### config.mk
export PLATFORM = sky130hd
export DESIGN_NAME = bfc_host
export DESIGN_NICKNAME = d
export VERILOG_FILES = /design/src/logic/bfc_pkg.sv /design/src/logic/bfc_sync.sv /design/src/logic/bfc_delay.sv /design/src/logic/bfc_host.sv
export SDC_FILE = /design/constraint.sdc
export NUM_CORES = 1
export LEC_CHECK = 0
export BUFFER_PORTS_ARGS = -buffer_cell sky130_fd_sc_hd__clkbuf_2
export CORE_MARGIN = 4
export CORE_UTILIZATION = 55
export DETAILED_ROUTE_END_ITERATION = 16
export PLACE_DENSITY = 0.73
export SLEW_MARGIN = 20
export SYNTH_ARGS = -nofsm -noshare
export SYNTH_HDL_FRONTEND = slang
export SYNTH_SLANG_ARGS = --single-unit
### constraint.sdc
create_clock -name clock -period 20.6 [get_ports clock]
set_input_delay 3.09 -clock clock [delete_from_list [all_inputs] [get_ports clock]]
set_output_delay 3.09 -clock clock [all_outputs]
set_load 0.01 [all_outputs]
### src/logic/bfc_pkg.sv
// Constants, register map and types of the parallel flash host controller.
`default_nettype none
package bfc_pkg;
    // ----------------------------------------------------------------
    // Clock and pin timing
    // ----------------------------------------------------------------
    localparam int unsigned CLK_MHZ = 200;
    // Least times in ns, rounded up to whole clock cycles below.
    localparam int unsigned T_SETUP_NS = 10;
    localparam int unsigned T_WE_LOW_NS = 35;
    localparam int unsigned T_READ_NS = 150;
    localparam int unsigned T_HOLD_NS = 10;
    localparam int unsigned T_RESET_TO_OUTPUT_NS = 1000;
    localparam int unsigned T_RESET_TO_WRITE_NS = 1000;
    localparam int unsigned SETUP_CYC = (T_SETUP_NS * CLK_MHZ + 999) / 1000;
    localparam int unsigned WE_CYC = (T_WE_LOW_NS * CLK_MHZ + 999) / 1000;
    localparam int unsigned HOLD_CYC = (T_HOLD_NS * CLK_MHZ + 999) / 1000;
    // Read strobe also covers the three-stage input synchroniser.
    localparam int unsigned SYNC_LAT = 3;
    localparam int unsigned RD_CYC = (T_READ_NS * CLK_MHZ + 999) / 1000 + SYNC_LAT;
    localparam int unsigned OUT_CYC = (T_RESET_TO_OUTPUT_NS * CLK_MHZ + 999) / 1000;
    localparam int unsigned WAKE_CYC = (T_RESET_TO_WRITE_NS * CLK_MHZ + 999) / 1000;
    // ----------------------------------------------------------------
    // Device geometry and pins
    // ----------------------------------------------------------------
    localparam int unsigned ADDR_W = 23;
    localparam int unsigned DQ_W = 16;
    localparam int unsigned BUF_WORDS = 16;
    localparam int unsigned READY_BIT = 7;
    localparam logic [2:0] CE_ON = 3'h0;
    localparam logic [2:0] CE_OFF = 3'h7;
    // ----------------------------------------------------------------
    // Register map (byte addresses)
    // ----------------------------------------------------------------
    localparam logic [11:0] OFF_CTRL = 12'h000;
    localparam logic [11:0] OFF_ADDR = 12'h004;
    localparam logic [11:0] OFF_WDATA = 12'h008;
    localparam logic [11:0] OFF_OP = 12'h00c;
    localparam logic [11:0] OFF_STATUS = 12'h010;
    localparam logic [11:0] OFF_RDATA = 12'h014;
    localparam logic [11:0] OFF_BUF = 12'h040;
    localparam logic [11:0] BUF_MASK = 12'hfc0;
    // CTRL fields.
    localparam int unsigned CTRL_RUN = 0;
    localparam int unsigned CTRL_X16 = 1;
    localparam logic [1:0] CTRL_RESET = 2'h0;
    // OP fields.
    localparam int unsigned OP_KIND_LSB = 0;
    localparam int unsigned OP_CNT_LSB = 4;
    localparam logic [1:0] OP_WRITE = 2'h0;
    localparam logic [1:0] OP_READ = 2'h1;
    localparam logic [1:0] OP_BURST = 2'h2;
    localparam logic [1:0] OP_POLL = 2'h3;
    // STATUS fields.
    localparam int unsigned ST_BUSY = 0;
    localparam int unsigned ST_LEVEL = 1;
    localparam int unsigned ST_PULSE = 2;
    localparam int unsigned ST_AWAKE = 3;
    typedef enum logic [1:0] {
        S_IDLE,
        S_SETUP,
        S_STROBE,
        S_HOLD
    } bfc_state_e;
endpackage
`default_nettype wire

### src/logic/bfc_sync.sv
// Three-stage input synchroniser that accepts a bit once stages two and three agree.
`default_nettype none
module bfc_sync #(
    parameter int unsigned WIDTH = 1
) (
    input wire logic clock,
    input wire logic reset,
    input wire logic [WIDTH-1:0] din,
    output logic [WIDTH-1:0] dout
);
    logic [WIDTH-1:0] s1_reg;
    logic [WIDTH-1:0] s2_reg;
    logic [WIDTH-1:0] s3_reg;

    for (genvar i = 0; i < WIDTH; i++) begin : g_bit
        always_ff @(posedge clock or posedge reset) begin
            if (reset) begin
                s1_reg[i] <= 1'b0;
                s2_reg[i] <= 1'b0;
                s3_reg[i] <= 1'b0;
                dout[i] <= 1'b0;
            end else begin
                s1_reg[i] <= din[i];
                s2_reg[i] <= s1_reg[i];
                s3_reg[i] <= s2_reg[i];
                if (s2_reg[i] == s3_reg[i]) begin
                    dout[i] <= s3_reg[i];
                end
            end
        end
    end
endmodule
`default_nettype wire

### src/logic/bfc_delay.sv
// Counter that flags when its run input has been high for CYCLES clock cycles.
`default_nettype none
module bfc_delay #(
    parameter int unsigned CYCLES = 1
) (
    input wire logic clock,
    input wire logic reset,
    input wire logic run,
    output logic done
);
    logic [15:0] cnt_reg;

    always_ff @(posedge clock or posedge reset) begin
        if (reset) begin
            cnt_reg <= 16'h0000;
            done <= 1'b0;
        end else if (!run) begin
            cnt_reg <= 16'h0000;
            done <= 1'b0;
        end else if (cnt_reg >= 16'(CYCLES - 1)) begin
            done <= 1'b1;
        end else begin
            cnt_reg <= cnt_reg + 16'h0001;
        end
    end
endmodule
`default_nettype wire

### src/logic/bfc_host.sv
// Host controller that drives a parallel block-erase flash through its pins.
`default_nettype none
// What this block does
// Device array is 128-Kbyte blocks, each erased on its own.
// Only valid command sequences written by the host start device automation.
// Device runs erase, program and lock algorithms alone once started.
// Erase can be suspended to read or program other blocks.
// Device write buffer holds 32 bytes or 16 words filled by host.
// Buffered programming writes the array a whole buffer at a time.
// A set block lock bit blocks erase and program of that block.
// A set master lock bit freezes the block lock bits.
// Lock operations: set block bit, set master bit, clear all block bits.
// Device status register reports when an operation has finished.
// Status output in level mode is low while the machine is busy.
// Status output is high when ready, suspended idle, or in reset.
// Status output can be set to pulse on program or erase completion.
// Three chip enables together select or deselect the device.
// Width select low gives x8; lowest address bit picks the byte.
// Width select high gives x16; address bit zero is unused.
// Deselected with reset pin high, the device is in standby.
// Reset pin low powers down the device and ignores writes.
// Reset pin low resets the state machine and clears status.
// Host waits the reset-to-output time before trusting reads.
// Host waits the reset-to-write time before issuing writes.
// Device leaves reset in array-read mode.
// Device latches address and data on the write strobe rising edge.
// Busy device floats low data bits; host polls ready bit seven.
// Selecting chip-enable combination is an implementation constant.
module bfc_host (
    input wire logic clock,
    input wire logic reset,
    input wire logic psel,
    input wire logic penable,
    input wire logic pwrite,
    input wire logic [11:0] paddr,
    input wire logic [31:0] pwdata,
    output logic [31:0] prdata,
    output logic pready,
    output logic pslverr,
    output logic [22:0] flash_addr,
    output logic [15:0] flash_dq_out,
    output logic [15:0] flash_dq_oe,
    input wire logic [15:0] flash_dq_in,
    output logic [2:0] flash_ce,
    output logic flash_oe_n,
    output logic flash_we_n,
    output logic flash_width_x16,
    output logic reset_powerdown_n,
    input wire logic status_output
);
    // ----------------------------------------------------------------
    // Declarations
    // ----------------------------------------------------------------
    bfc_pkg::bfc_state_e state_reg;
    logic [1:0] ctrl_reg;
    logic [22:0] cfg_addr_reg;
    logic [15:0] wdata_reg;
    logic [15:0] rdata_reg;
    logic [15:0] buf_mem [bfc_pkg::BUF_WORDS];
    logic [1:0] kind_reg;
    logic [3:0] last_reg;
    logic [3:0] idx_reg;
    logic [7:0] cnt_reg;
    logic pend_reg;
    logic pulse_seen_reg;
    logic sts_prev_reg;
    logic [16:0] pin_sync;
    logic sts_sync;
    logic out_done;
    logic wake_done;
    logic awake;
    logic busy;
    logic wr_access;
    logic rd_setup;
    logic is_write;
    logic mapped;
    logic [31:0] rd_value;

    // ----------------------------------------------------------------
    // Pin inputs and reset recovery
    // ----------------------------------------------------------------
    bfc_sync #(
        .WIDTH(17)
    ) u_sync (
        .clock(clock),
        .reset(reset),
        .din({status_output, flash_dq_in}),
        .dout(pin_sync)
    );
    assign sts_sync = pin_sync[16];

    bfc_delay #(
        .CYCLES(bfc_pkg::OUT_CYC)
    ) u_out_delay (
        .clock(clock),
        .reset(reset),
        .run(reset_powerdown_n),
        .done(out_done)
    );

    bfc_delay #(
        .CYCLES(bfc_pkg::WAKE_CYC)
    ) u_wake_delay (
        .clock(clock),
        .reset(reset),
        .run(reset_powerdown_n),
        .done(wake_done)
    );

    assign awake = out_done && wake_done;
    assign busy = pend_reg || (state_reg != bfc_pkg::S_IDLE);
    assign is_write = (kind_reg == bfc_pkg::OP_WRITE) || (kind_reg == bfc_pkg::OP_BURST);

    // ----------------------------------------------------------------
    // APB slave
    // ----------------------------------------------------------------
    assign pready = 1'b1;
    assign mapped = (paddr[11:2] <= bfc_pkg::OFF_RDATA[11:2])
        || ((paddr & bfc_pkg::BUF_MASK) == bfc_pkg::OFF_BUF);
    assign wr_access = psel && penable && pwrite && mapped;
    assign rd_setup = psel && !penable && !pwrite;
    assign pslverr = psel && penable && !mapped;

    always_comb begin
        rd_value = 32'h00000000;
        if ((paddr & bfc_pkg::BUF_MASK) == bfc_pkg::OFF_BUF) begin
            rd_value = {16'h0000, buf_mem[paddr[5:2]]};
        end else begin
            unique case (paddr)
                bfc_pkg::OFF_CTRL: rd_value = {30'h00000000, ctrl_reg};
                bfc_pkg::OFF_ADDR: rd_value = {9'h000, cfg_addr_reg};
                bfc_pkg::OFF_WDATA: rd_value = {16'h0000, wdata_reg};
                bfc_pkg::OFF_OP: rd_value = {24'h000000, last_reg, 2'h0, kind_reg};
                bfc_pkg::OFF_STATUS: rd_value = {28'h0000000, awake, pulse_seen_reg,
                    sts_sync, busy};
                bfc_pkg::OFF_RDATA: rd_value = {16'h0000, rdata_reg};
                default: rd_value = 32'h00000000;
            endcase
        end
    end

    always_ff @(posedge clock or posedge reset) begin
        if (reset) begin
            prdata <= 32'h00000000;
        end else if (rd_setup) begin
            prdata <= rd_value;
        end
    end

    always_ff @(posedge clock or posedge reset) begin
        if (reset) begin
            ctrl_reg <= bfc_pkg::CTRL_RESET;
            cfg_addr_reg <= 23'h000000;
            wdata_reg <= 16'h0000;
        end else if (wr_access) begin
            if (paddr == bfc_pkg::OFF_CTRL) begin
                ctrl_reg <= pwdata[1:0];
            end
            if (paddr == bfc_pkg::OFF_ADDR) begin
                cfg_addr_reg <= pwdata[22:0];
            end
            if (paddr == bfc_pkg::OFF_WDATA) begin
                wdata_reg <= pwdata[15:0];
            end
        end
    end

    // Host-side copy of the 16-word write buffer, streamed in one burst.
    always_ff @(posedge clock) begin
        if (wr_access && ((paddr & bfc_pkg::BUF_MASK) == bfc_pkg::OFF_BUF)) begin
            buf_mem[paddr[5:2]] <= pwdata[15:0];
        end
    end

    // An operation is taken only when idle; it then waits for the wake time.
    always_ff @(posedge clock or posedge reset) begin
        if (reset) begin
            pend_reg <= 1'b0;
            kind_reg <= bfc_pkg::OP_WRITE;
            last_reg <= 4'h0;
        end else if (wr_access && paddr == bfc_pkg::OFF_OP && !busy) begin
            pend_reg <= 1'b1;
            kind_reg <= pwdata[bfc_pkg::OP_KIND_LSB +: 2];
            last_reg <= pwdata[bfc_pkg::OP_CNT_LSB +: 4];
        end else if (state_reg == bfc_pkg::S_IDLE && awake && reset_powerdown_n) begin
            pend_reg <= 1'b0;
        end
    end

    // ----------------------------------------------------------------
    // Status output watch
    // ----------------------------------------------------------------
    // A completion pulse is a low-going edge; a clear in the same cycle loses.
    always_ff @(posedge clock or posedge reset) begin
        if (reset) begin
            sts_prev_reg <= 1'b0;
            pulse_seen_reg <= 1'b0;
        end else begin
            sts_prev_reg <= sts_sync;
            if (sts_prev_reg && !sts_sync) begin
                pulse_seen_reg <= 1'b1;
            end else if (wr_access && paddr == bfc_pkg::OFF_STATUS
                         && pwdata[bfc_pkg::ST_PULSE]) begin
                pulse_seen_reg <= 1'b0;
            end
        end
    end

    // ----------------------------------------------------------------
    // Bus cycle sequencer
    // ----------------------------------------------------------------
    always_ff @(posedge clock or posedge reset) begin
        if (reset) begin
            state_reg <= bfc_pkg::S_IDLE;
            cnt_reg <= 8'h00;
            idx_reg <= 4'h0;
            flash_addr <= 23'h000000;
            flash_dq_out <= 16'h0000;
            rdata_reg <= 16'h0000;
        end else begin
            unique case (state_reg)
                bfc_pkg::S_IDLE: begin
                    if (pend_reg && awake && reset_powerdown_n) begin
                        state_reg <= bfc_pkg::S_SETUP;
                        cnt_reg <= 8'(bfc_pkg::SETUP_CYC - 1);
                        idx_reg <= 4'h0;
                        // In x16 mode address bit zero is a don't care; drive it low.
                        flash_addr <= {cfg_addr_reg[22:1],
                            cfg_addr_reg[0] & !ctrl_reg[bfc_pkg::CTRL_X16]};
                        flash_dq_out <= (kind_reg == bfc_pkg::OP_BURST) ? buf_mem[0]
                            : wdata_reg;
                    end
                end
                bfc_pkg::S_SETUP: begin
                    if (cnt_reg == 8'h00) begin
                        state_reg <= bfc_pkg::S_STROBE;
                        cnt_reg <= is_write ? 8'(bfc_pkg::WE_CYC - 1)
                            : 8'(bfc_pkg::RD_CYC - 1);
                    end else begin
                        cnt_reg <= cnt_reg - 8'h01;
                    end
                end
                bfc_pkg::S_STROBE: begin
                    if (cnt_reg == 8'h00) begin
                        state_reg <= bfc_pkg::S_HOLD;
                        cnt_reg <= 8'(bfc_pkg::HOLD_CYC);
                        if (!is_write) begin
                            rdata_reg <= pin_sync[15:0] & {{8{flash_width_x16}}, 8'hff};
                        end
                    end else begin
                        cnt_reg <= cnt_reg - 8'h01;
                    end
                end
                bfc_pkg::S_HOLD: begin
                    if (cnt_reg != 8'h00) begin
                        cnt_reg <= cnt_reg - 8'h01;
                    end else if (kind_reg == bfc_pkg::OP_BURST && idx_reg != last_reg) begin
                        state_reg <= bfc_pkg::S_SETUP;
                        cnt_reg <= 8'(bfc_pkg::SETUP_CYC - 1);
                        idx_reg <= idx_reg + 4'h1;
                        flash_addr <= ctrl_reg[bfc_pkg::CTRL_X16] ? flash_addr + 23'h000002
                            : flash_addr + 23'h000001;
                        flash_dq_out <= buf_mem[idx_reg + 4'h1];
                    end else if (kind_reg == bfc_pkg::OP_POLL
                                 && !rdata_reg[bfc_pkg::READY_BIT]) begin
                        state_reg <= bfc_pkg::S_SETUP;
                        cnt_reg <= 8'(bfc_pkg::SETUP_CYC - 1);
                    end else begin
                        state_reg <= bfc_pkg::S_IDLE;
                    end
                end
            endcase
        end
    end

    // Strobes and enables are flops so that the pins never glitch.
    always_ff @(posedge clock or posedge reset) begin
        if (reset) begin
            flash_ce <= bfc_pkg::CE_OFF;
            flash_we_n <= 1'b1;
            flash_oe_n <= 1'b1;
            flash_dq_oe <= 16'h0000;
            flash_width_x16 <= 1'b0;
            reset_powerdown_n <= 1'b0;
        end else begin
            reset_powerdown_n <= ctrl_reg[bfc_pkg::CTRL_RUN];
            flash_width_x16 <= ctrl_reg[bfc_pkg::CTRL_X16];
            // Deselecting between operations lets the device drop to standby.
            flash_ce <= (state_reg != bfc_pkg::S_IDLE) ? bfc_pkg::CE_ON
                : bfc_pkg::CE_OFF;
            flash_we_n <= !(state_reg == bfc_pkg::S_STROBE && is_write);
            flash_oe_n <= !(state_reg == bfc_pkg::S_STROBE && !is_write);
            flash_dq_oe <= (state_reg != bfc_pkg::S_IDLE && is_write)
                ? (ctrl_reg[bfc_pkg::CTRL_X16] ? 16'hffff : 16'h00ff) : 16'h0000;
        end
    end

    // ----------------------------------------------------------------
    // Assertions
    // ----------------------------------------------------------------
    a_write_wake_gate: assert property (@(posedge clock) disable iff (reset)
        !flash_we_n |-> reset_powerdown_n && wake_done)
        else $error("write strobe before wake time");
    a_read_recovery: assert property (@(posedge clock) disable iff (reset)
        $fell(flash_oe_n) |-> out_done)
        else $error("read strobe before output recovery time");
    a_strobe_length: assert property (@(posedge clock) disable iff (reset)
        $fell(flash_we_n) |-> !flash_we_n [*7] ##1 flash_we_n)
        else $error("write strobe length wrong");
    a_latch_stable: assert property (@(posedge clock) disable iff (reset)
        $rose(flash_we_n) |-> $stable(flash_addr) && $stable(flash_dq_out))
        else $error("address or data moved at strobe rise");
    a_chip_selected: assert property (@(posedge clock) disable iff (reset)
        (!flash_we_n || !flash_oe_n) |-> flash_ce == bfc_pkg::CE_ON)
        else $error("strobe without chip select");
    a_word_addr_lsb: assert property (@(posedge clock) disable iff (reset)
        (!flash_we_n && flash_width_x16) |-> !flash_addr[0])
        else $error("address bit zero driven in x16 mode");
    a_byte_lane: assert property (@(posedge clock) disable iff (reset)
        !flash_width_x16 && $stable(flash_width_x16) |-> flash_dq_oe[15:8] == 8'h00)
        else $error("high byte driven in x8 mode");
    a_poll_repeat: assert property (@(posedge clock) disable iff (reset)
        (state_reg == bfc_pkg::S_HOLD && cnt_reg == 8'h00 && kind_reg == bfc_pkg::OP_POLL
         && !rdata_reg[bfc_pkg::READY_BIT]) |=> state_reg == bfc_pkg::S_SETUP)
        else $error("poll ended before ready bit set");
    a_pulse_sticky: assert property (@(posedge clock) disable iff (reset)
        (sts_prev_reg && !sts_sync) |=> pulse_seen_reg)
        else $error("completion pulse not held");
    a_reset_quiet: assert property (@(posedge clock) disable iff (reset)
        !reset_powerdown_n |=> flash_we_n && flash_oe_n)
        else $error("strobe while device held in reset");
endmodule
`default_nettype wire

==> results.toml <==
[timing]
slew_headroom_pct = 18.1
setup_violations = 0
finalHoldViolations = 0
rsz0062_at_grt = "no"
max_freq_mhz = 126
period_needed_ns = 7.91
skew_ns = 0.0277
finalSetupTns_ns = 0
final-max-slew-violation-count = 0
min_period_over_period_pct = 38.4
worst_pin_slew_ns = 1.23

[route]
drc = 0
wl_um = 59900
ant_nets = 0
first_pass_iters = 6
wl_per_cell_um = 26.7
num_vias = 14600
vias_per_cell = 6.52
drt_iter0_drc = 1748

[global_routing]
grt_max_degree = 97
grt_pass1_vias = 14700
grt_pass1_wl_um = 90600
grt_usage_pct = 27.0
antenna_found_initial = 0
grt_overflow_total = 0

[clock_tree]
cts_made_buffers = 51
insertion_delay_ns = 0.61
post_cts_buffers = 0
cts_buffer_depth = 3
cts_sinks = 507
ctsResizeCount = 0
cts_tree = "built"
hold_buffers = 0
clockRootBuffer = "clkbuf_16"
htree_levels = 2
clk_pin_slew_worst_paths_ns = 0.06

[setup_path]
cpMostUsedCell = "clkbuf_2"
cp_top_family = "simple AND/OR/NAND/NOR gates"
worstSetupStartpointType = "input port"
crit_required_ns = 17.51
arrival_ns = 4.82
worst_path_max_delay_cell = "or4_4"
path_class = "in -> out"
critPathBufInv = 2
path_cells = "clkbuf_2 -> or4_4 -> nor3_1 -> a21oi_2 -> and3_2 -> clkbuf_2"
end_kind = "output port"
crit_path_max_incr_delay_ns = 0.55
path_max_fanout = 2

[run]
maxCapViolCount = 0

[floorplan]
dieArea_um2 = 44500
fp.dieH_um = 211
rows = 74
core_area_um2 = 40700
start_util_pct = 55.6
die_w_um = 211
io_pins = 162

[place]
dpl_cell_area_um2 = 23800
numPortBuffers = 142
dp.final_hpwl_um = 38700
globalplace.congestion = 0.875

[logic_synthesis]
synth_warnings = 0
syn_inst = 1545
synth_edf_count = 256
yosysSeqAreaShare_pct = 61.7
ys_async_sr_fraction_pct = 49.5
synth.avg_cell_area_um2 = 14.7
ys.flop_type = "edfxtp_1"
synth-seq-cells = 507
netlist-cell-type-count = 81
synth_area_um2 = 22600

[cells_and_area]
final_area_um2 = 25500
final_nets = 1745
antennaDiodeCount = 0
final_util_pct = 62.7
drive_above_1_share_pct = 28.9
areaGrowthSynthToFinish_pct = 12.7
n_fill_cell = 2953
largest_reg_flops = 256

[min_path]
hold_path_class = "reg -> reg"

[pwr]
ir_drop_v = 0.0000742
power_density_nw_per_um2 = 83.7
p_leak_nw = 9.84
power_mw = 2.14

[status]
status = "finished, final reports clean"
[cell usage in the layout (no fill, tap or decap), types with 51 or more instances in the layout]
master     Yosys  final
mux2_2        74     74
mux4_2       129    129
nor2_1        67     62
edfxtp_1     256    256
nand3_1       51     51
clkbuf_16      0     53
nand2_1      132    132
dfrtp_1      248    247
clkbuf_2       0    140
o21ai_0       82     82
[per-stage QoR]
stage / std cells / hold slack (ns) / setup WS (ns)
after floorplan: 1553 / 0.331 / 10.62
after global placement: 2146 / 0.333 / 12.78
final: 2242 / 0.343 / 12.69
after CTS: 2242 / 0.343 / 12.76
after global routing: 2242 / 0.351 / 12.61
after detailed placement: 2146 / 0.335 / 12.76
[synthesized netlist by cell type, drive strengths merged, types with 18 or more instances]
library cell  count  share of area (%)
mux2             76                3.8
buf              56                1.6
mux4            129                 13
a22o             22               0.85
nand3            52                1.2
a21oi            46                1.0
and2             31               0.86
edfxtp          256                 34
dfrtp           248                 27
clkbuf           63                1.2
nor2             67                1.1
nor3             18               0.42
nand2           132                2.2
o21ai            84                1.9
[cell type report]
type	count	area, µm²	area share, %
Clock inverter	18	234	0.916
Sequential cell	507	14000	54.7
Inverter	15	63.8	0.250
Multi-Input combinational cell	912	8060	31.6
Clock buffer	78	1530	5.99
Tap cell	532	666	2.61
Timing Repair Buffer	180	1000	3.93
[metal layers]
layer / GRT usage, % / up-vias / share of wire [%]
met4: 10.8 / 0 / 4.5
met2: 41.7 / 809 / 46
met5: 0 / - / 0
li1: - / 6191 / -
met3: 7.66 / 169 / 10
met1: 37.0 / 7449 / 39
[worst register-to-register path, cell delays in order, from the launching register on]
cell	delay, ns
dfrtp_4	0.89
xor2_1	0.21
nor4_2	0.95
nor3_2	0.28
o21ai_2	0.25
buf_4	0.41
nand2_1	0.14
o21ai_0	0.11
[where the power goes]
group | internal [mW] | total [mW] | switching, mW | leakage [nW]
Sequential | 1.08 | 1.09 | 0.00850 | 5.60
Combinational | 0.0280 | 0.0800 | 0.0520 | 3.37
Clock | 0.575 | 0.969 | 0.394 | 0.862
Total | 1.68 | 2.14 | 0.455 | 9.84
[final timing paths]
path	start	endpoint	slack (ns)	cells past startpoint
worst min register to register	u_sync.s1_reg[16]$_DFF_PP0_	u_sync.s2_reg[16]$_DFF_PP0_	0.34	0
worst max register to register	idx_reg[0]$_DFFE_PP0P_	flash_dq_out[5]$_DFFE_PP0P_	17.29	7
max in group asynchronous	reset	idx_reg[0]$_DFFE_PP0P_	16.43	3
min in group asynchronous	reset	u_sync.s1_reg[14]$_DFF_PP0_	2.55	2
worst min-delay path	u_sync.s1_reg[16]$_DFF_PP0_	u_sync.s2_reg[16]$_DFF_PP0_	0.34	0
worst max-delay path	paddr[8]	pslverr	12.69	6
[cell families after synthesis]
| logic type | share of synthesized area [%] |
|---|---|
| simple gates | 8.05 |
| fa+ha+maj | 1.41 |
| xor+xnor | 1.01 |
| buf+inv | 2.98 |
| other cells | 0.0332 |
| compound gates | 7.69 |
| flops | 61.7 |
| mux | 17.1 |
Power figures use the tool's default switching activity.
